## src/core/rlk_pkg.sv

```systemverilog
// Purpose: Shared constants and types for the interface lock-and-key block.
// Assumes: Byte-wide special-function register port on the system clock.
// Notes: One key register; indirect registers live outside this block.
// How it works
// - Key register resets to zero; reading zero means the port is locked.
// - After the first key byte, reads return code one: locked, awaiting second.
// - After both key bytes in order, reads return code two: unlocked.
// - Code three means disabled, and it holds until system reset.
// - From locked, writing first then second key byte unlocks the port.
// - Awaiting second key, any other written value disables the port.
// - While unlocked, any key register write locks the port again.
// - While disabled, key register writes are ignored.
// - Wrong first byte or out-of-order keys disable indirect access until reset.
// - Indirect access while not unlocked is invalid and disables the port.
// - Key reads never disturb the sequence; no time limit between key writes.
package rlk_pkg;

  // Register map and reset value
  localparam logic [7:0] KEY_REG_ADDR = 8'hae;
  localparam logic [7:0] KEY_REG_RESET = 8'h00;

  // Key bytes, written in this order
  localparam logic [7:0] KEY_FIRST = 8'ha5;
  localparam logic [7:0] KEY_SECOND = 8'hf1;

  // State codes seen on a read, in the low bits
  localparam int CODE_W = 2;
  localparam logic [1:0] CODE_LOCKED = 2'h0;
  localparam logic [1:0] CODE_FIRST = 2'h1;
  localparam logic [1:0] CODE_OPEN = 2'h2;
  localparam logic [1:0] CODE_DISABLED = 2'h3;

  // Read data is returned this many cycles after the read strobe
  localparam int READ_LATENCY = 1;

  // Lock machine states
  typedef enum logic [1:0] {
    ST_LOCKED,
    ST_FIRST,
    ST_OPEN,
    ST_DISABLED
  } rlk_state_e;

  // One register-port access, as issued by the core in one cycle
  typedef struct packed {
    logic wrEn;
    logic rdEn;
    logic [7:0] addr;
    logic [7:0] wrData;
  } rlk_sfr_req_s;

endpackage

```

## src/core/rlk_lock_key.sv

```systemverilog
// Purpose: Lock-and-key guard for the indirect access port of the clock peripheral.
// Assumes: Register port and indirect-access strobes come from logic on clk_sys.
// Notes: Indirect register logic must only act while accessOk is high.
`timescale 1ns/1ps
module rlk_lock_key (
  // Clock, reset, enable
  input wire logic clk_sys,
  input wire logic nrst,
  input wire logic ce,
  // Register port from the core
  input wire rlk_pkg::rlk_sfr_req_s sfrReq,
  output logic [7:0] rdData,
  output logic rdValid,
  // Indirect address or data register touched by software
  input wire logic indAccess,
  // Status toward the indirect registers
  output logic accessOk,
  output logic [1:0] lockState,
  output logic portDisabled
);

  // State encoding to the code software reads
  function automatic logic [1:0] stateCode(input rlk_pkg::rlk_state_e s);
    case (s)
      rlk_pkg::ST_LOCKED: stateCode = rlk_pkg::CODE_LOCKED;
      rlk_pkg::ST_FIRST: stateCode = rlk_pkg::CODE_FIRST;
      rlk_pkg::ST_OPEN: stateCode = rlk_pkg::CODE_OPEN;
      rlk_pkg::ST_DISABLED: stateCode = rlk_pkg::CODE_DISABLED;
      default: stateCode = rlk_pkg::CODE_DISABLED;
    endcase
  endfunction

  rlk_pkg::rlk_state_e state_reg;
  rlk_pkg::rlk_state_e state_next;
  logic keyHit;
  logic keyWr;
  logic keyRd;
  logic indAcc;
  logic invalidHit;
  logic [7:0] rdData_reg;
  logic rdValid_reg;
  logic accessOk_reg;
  logic [1:0] lockState_reg;
  logic portDisabled_reg;

  // Address decode; everything is frozen while ce is low
  assign keyHit = (sfrReq.addr == rlk_pkg::KEY_REG_ADDR);
  assign keyWr = ce & sfrReq.wrEn & keyHit;
  assign keyRd = ce & sfrReq.rdEn & keyHit;
  assign indAcc = ce & indAccess;

  rlk_key_next u_next (
    .state(state_reg),
    .keyWr(keyWr),
    .wrData(sfrReq.wrData),
    .indAccess(indAcc),
    .stateNext(state_next),
    .invalidHit(invalidHit)
  );

  // Lock machine; reset lands in the locked state
  always_ff @(posedge clk_sys or negedge nrst) begin
    if (!nrst) begin
      state_reg <= rlk_pkg::ST_LOCKED;
    end else if (ce) begin
      state_reg <= state_next;
    end
  end

  // Status outputs mirror the next state so they line up with state_reg
  always_ff @(posedge clk_sys or negedge nrst) begin
    if (!nrst) begin
      accessOk_reg <= 1'b0;
      lockState_reg <= rlk_pkg::CODE_LOCKED;
      portDisabled_reg <= 1'b0;
    end else if (ce) begin
      accessOk_reg <= (state_next == rlk_pkg::ST_OPEN);
      lockState_reg <= stateCode(state_next);
      portDisabled_reg <= (state_next == rlk_pkg::ST_DISABLED);
    end
  end

  // Read path: a read only samples state, it never feeds the machine
  always_ff @(posedge clk_sys or negedge nrst) begin
    if (!nrst) begin
      rdData_reg <= rlk_pkg::KEY_REG_RESET;
      rdValid_reg <= 1'b0;
    end else if (ce) begin
      rdValid_reg <= keyRd;
      if (keyRd) begin
        rdData_reg <= {6'h00, stateCode(state_reg)};
      end
    end
  end

  assign rdData = rdData_reg;
  assign rdValid = rdValid_reg;
  assign accessOk = accessOk_reg;
  assign lockState = lockState_reg;
  assign portDisabled = portDisabled_reg;

  // Helper state for the checks below; not part of the lock itself
  logic pairArmed;
  logic [5:0] waitCount;

  // Armed once the first key is taken from locked; any other key event disarms it
  always_ff @(posedge clk_sys or negedge nrst) begin
    if (!nrst) begin
      pairArmed <= 1'b0;
    end else if (ce) begin
      if (indAcc) begin
        pairArmed <= 1'b0;
      end else if (keyWr) begin
        pairArmed <= (state_reg == rlk_pkg::ST_LOCKED) && (sfrReq.wrData == rlk_pkg::KEY_FIRST);
      end
    end
  end

  // Cycles spent waiting for the second key; saturates so a long pause cannot wrap
  always_ff @(posedge clk_sys or negedge nrst) begin
    if (!nrst) begin
      waitCount <= 6'h00;
    end else if (ce) begin
      if (!pairArmed) begin
        waitCount <= 6'h00;
      end else if (waitCount != 6'h3f) begin
        waitCount <= waitCount + 6'h01;
      end
    end
  end
endmodule

```

## src/core/rlk_key_next.sv

```systemverilog
// Purpose: Next-state decision of the lock machine.
// Assumes: Inputs already qualified by address decode and clock enable.
// Notes: Pure combinational; the caller holds the state flip-flop.
`timescale 1ns/1ps
module rlk_key_next (
  // Current state and events
  input wire rlk_pkg::rlk_state_e state,
  input wire logic keyWr,
  input wire logic [7:0] wrData,
  input wire logic indAccess,
  // Decision
  output rlk_pkg::rlk_state_e stateNext,
  output logic invalidHit
);

  // Indirect access outside the open state wins over any key write
  always_comb begin
    stateNext = state;
    invalidHit = 1'b0;
    case (state)
      rlk_pkg::ST_LOCKED: begin
        if (indAccess) begin
          stateNext = rlk_pkg::ST_DISABLED;
          invalidHit = 1'b1;
        end else if (keyWr) begin
          if (wrData == rlk_pkg::KEY_FIRST) begin
            stateNext = rlk_pkg::ST_FIRST;
          end else begin
            stateNext = rlk_pkg::ST_DISABLED;
          end
        end
      end
      rlk_pkg::ST_FIRST: begin
        if (indAccess) begin
          stateNext = rlk_pkg::ST_DISABLED;
          invalidHit = 1'b1;
        end else if (keyWr) begin
          if (wrData == rlk_pkg::KEY_SECOND) begin
            stateNext = rlk_pkg::ST_OPEN;
          end else begin
            stateNext = rlk_pkg::ST_DISABLED;
          end
        end
      end
      rlk_pkg::ST_OPEN: begin
        if (keyWr) begin
          stateNext = rlk_pkg::ST_LOCKED;
        end
      end
      rlk_pkg::ST_DISABLED: begin
        stateNext = rlk_pkg::ST_DISABLED;
      end
      default: begin
        stateNext = rlk_pkg::ST_DISABLED;
      end
    endcase
  end

endmodule

```

## config.mk

```make
export PLATFORM = sky130hd
export DESIGN_NAME = rlk_lock_key
export DESIGN_NICKNAME = d
export VERILOG_FILES = /design/src/core/rlk_pkg.sv /design/src/core/rlk_lock_key.sv /design/src/core/rlk_key_next.sv
export SDC_FILE = /design/constraint.sdc
export NUM_CORES = 1
export LEC_CHECK = 0
export BUFFER_PORTS_ARGS = -buffer_cell sky130_fd_sc_hd__buf_2
export CAP_MARGIN = 40
export CORE_MARGIN = 2
export CORE_UTILIZATION = 30
export CTS_BUF_LIST = sky130_fd_sc_hd__clkbuf_4 sky130_fd_sc_hd__clkbuf_8
export CTS_CLUSTER_SIZE = 24
export DETAILED_ROUTE_END_ITERATION = 10
export HOLD_SLACK_MARGIN = 0.1
export SETUP_SLACK_MARGIN = 0.3
export SYNTH_ARGS = -nofsm -noshare
export SYNTH_HDL_FRONTEND = slang
export SYNTH_SLANG_ARGS = --single-unit
```

## constraint.sdc

```tcl
create_clock -name clk_sys -period 1.3 [get_ports clk_sys]
set_input_delay 0.13 -clock clk_sys [delete_from_list [all_inputs] [get_ports clk_sys]]
set_output_delay 0.13 -clock clk_sys [all_outputs]
set_load 0.05 [all_outputs]
```

==> results_dict.tcl <==
set metrics [dict create \
    outcome "completed" \
    cts-buffers-inserted 3 \
    switching_share_pct 29.54 \
    seq_area_frac_synth_pct 41.34 \
    reg2reg_slack_ns 0.01 \
    drc 0 \
    synth-xor-area-share_pct 0 \
    hold_ws_ns 0.2410 \
    finalMaxSlewViolations 0 \
    io_buffers 28 \
    area_growth_pct 48.06 \
    synthFlopType "dfrtp_1" \
    antenna_found_initial 0 \
    required_ns 1.43 \
    min_period_over_period_pct 99.15 \
    via_count 474 \
    grt_pass1_vias 483 \
    final.setup_skew_ns 0.00007527 \
    drt_iter0_drc 3 \
    pre_cts_slack_ns -0.1212 \
    p_int_uw 410.9 \
    synth_top_family_by_area "simple AND/OR/NAND/NOR gates" \
    final.setup.worst_slack_ns 0.01106 \
    clockBufferDepth 2 \
    synth_mux_area_share_pct 4.651 \
    syn_area_per_cell_um2 10.30 \
    yosysTopAreaCell "dfrtp_1" \
    h-tree-depth 1 \
    dieArea_um2 1951 \
    grt_start_max_net_pins 9 \
    dp.final_hpwl_um 930.4 \
    yosysWarningCount 0 \
    p_seq_share_pct 44.7 \
    grt_overflow_total 0 \
    synth_area_um2 484.2 \
    ioPinCount 35 \
    p_switching_uw 172.2 \
    cp_data_arrival_time_ns 1.42 \
    synth_compound_area_share_pct 16.02 \
    async_reset_ff_share_pct 100.0 \
    synth_top_area_share_pct 41.34 \
    maxCapViolations 0 \
    peakVddDrop_v 0.0004426 \
    grtUsageTotal_pct 13.35 \
    dr.pass1.iters 4 \
    antenna_cells 0 \
    syn_inst 47 \
    clock_latency_ns 0.24 \
    critical_path_class "flop to flop" \
    max_freq_mhz 775.8 \
    grt_pass1_wl_mm 1.842 \
    startpoint_type "flop" \
    p_clk_share_pct 30.8 \
    gp_congestion 0.7197 \
    wire_per_inst_um 11.03 \
    worstSetupEndpointType "flop" \
    final_cell_mix "buf_2 (21), dfrtp_1 (8), clkbuf_4 (7), buf_4 (7), conb_1 (6)" \
    hold_viol 0 \
    ys_ff_latch 8 \
    die_h_um 44.18 \
    layout_commonest_cell "buf_2" \
    fp.dieW_um 44.18 \
    leakage_nw 0.3578 \
    rsz0062_at_grt "true" \
    synth.area.top_cells "dfrtp_1 (41%), buf_4 (11%), mux2_2 (4.7%)" \
    cts.sinks 8 \
    totalWireLength_mm 1.081 \
    drive_above_1_share_pct 54.88 \
    rows 14 \
    synth-simple-area-share_pct 24.03 \
    yosysUniqueCellTypes 25 \
    design.core.area_um2 1506 \
    synth_edf_count 0 \
    min_period_ns 1.289 \
    setup_viol 0 \
    crit_fanout 3 \
    cts_tree "built" \
    vias_per_cell 4.837 \
    p_per_area_nw_per_um2 813.3 \
    initial_core_util_pct 32.14 \
    power.share.combinational_pct 24.4 \
    nets 106 \
    setup_tns_ns 0 \
    synth_fa_ha_area_share_pct 0 \
    clkTransAtPathRegs_ns 0.05 \
    clockRootBuffer "clkbuf_4" \
    min_path_type "primary input to flop" \
    ant_nets 0 \
]
-- final timing paths --
path / end / start / depth (start not counted)
max in group asynchronous: accessOk / nrst / 2
setup reg to reg: lockState[1] / state_reg[1] / 5
hold reg to reg: rdData[0] / rdData[0] / 1
hold / removal: rdValid / sfrReq[16] / 3
min in group asynchronous: portDisabled / nrst / 2
setup / recovery: lockState[1] / state_reg[1] / 5
-- power by group through the flow --
stage	Sequential [mW]	Combinational, mW	Clock (mW)
after global placement	0.264	0.134	0
after CTS	0.260	0.140	0.191
after floorplan	0.286	0.0720	0
final	0.261	0.142	0.180
after global routing	0.261	0.153	0.206
after detailed placement	0.264	0.136	0
-- layout make-up --
cell class	instances	area, um^2
repair buffers	34	209.0
flip-flops and latches	8	200.2
multi-input cells	34	254.0
clock buffers	3	22.52
fillers	153	789.5
inverters	3	11.26
well taps	16	20.02
-- Yosys cell counts, types with 2 or more instances --
cell type	number
mux2_2	2
nor2b_1	2
buf_4	7
o21ai_0	2
nor2_1	2
nor3b_1	2
a211oi_1	2
inv_1	3
dfrtp_1	8
nand4b_1	2
-- critical path, stage by stage (launching register included) --
cell      delay, ns
dfrtp_1        0.40
a21oi_2        0.13
nand4_1        0.13
nor4_2         0.26
a2111o_1       0.19
o21ai_1        0.08
-- cell families (layout without fill, tap and decap cells) --
kind of cell           count (synthesis)  after routing
flip-flops                             8              8
buffers and inverters                 10             40
AO/OA/AOI/OAI                          9              9
other                                  1              6
AND/OR/NAND/NOR                       17             17
multiplexers                           2              2
-- layer usage --
layer	vias up	part of all wire [%]	routed length, um	global-route usage (%)
met5	-	0	0	0
met4	0	0.83	9	9.091
met3	2	7.8	84	3.673
met2	23	47	511	23.82
met1	221	44	476	13.30
li1	228	-	-	-
-- repair_timing --
| item | CTS | global route |
|---|---|---|
| pin swaps | 1 | 0 |
| hold endpoints to repair | 8 | 0 |
| setup endpoints to repair | 7 | 12 |
| hold buffers | 1 | 0 |
| buffers inserted | 1 | 0 |
| resized for setup | 3 | 7 |
-- per-stage QoR --
step | utilization (%) | power (mW) | instances | area, um^2
global placement | 43.19 | 0.3981 | 93 | 650.6
global route | 47.59 | 0.6191 | 98 | 716.9
detailed placement | 43.19 | 0.4000 | 93 | 650.6
floorplan | - | 0.3582 | 52 | 513.0
finish | 47.59 | 0.5831 | 98 | 716.9
CTS | 46.51 | 0.5911 | 98 | 700.7
Note: power is estimated with default switching activity, not from simulation.
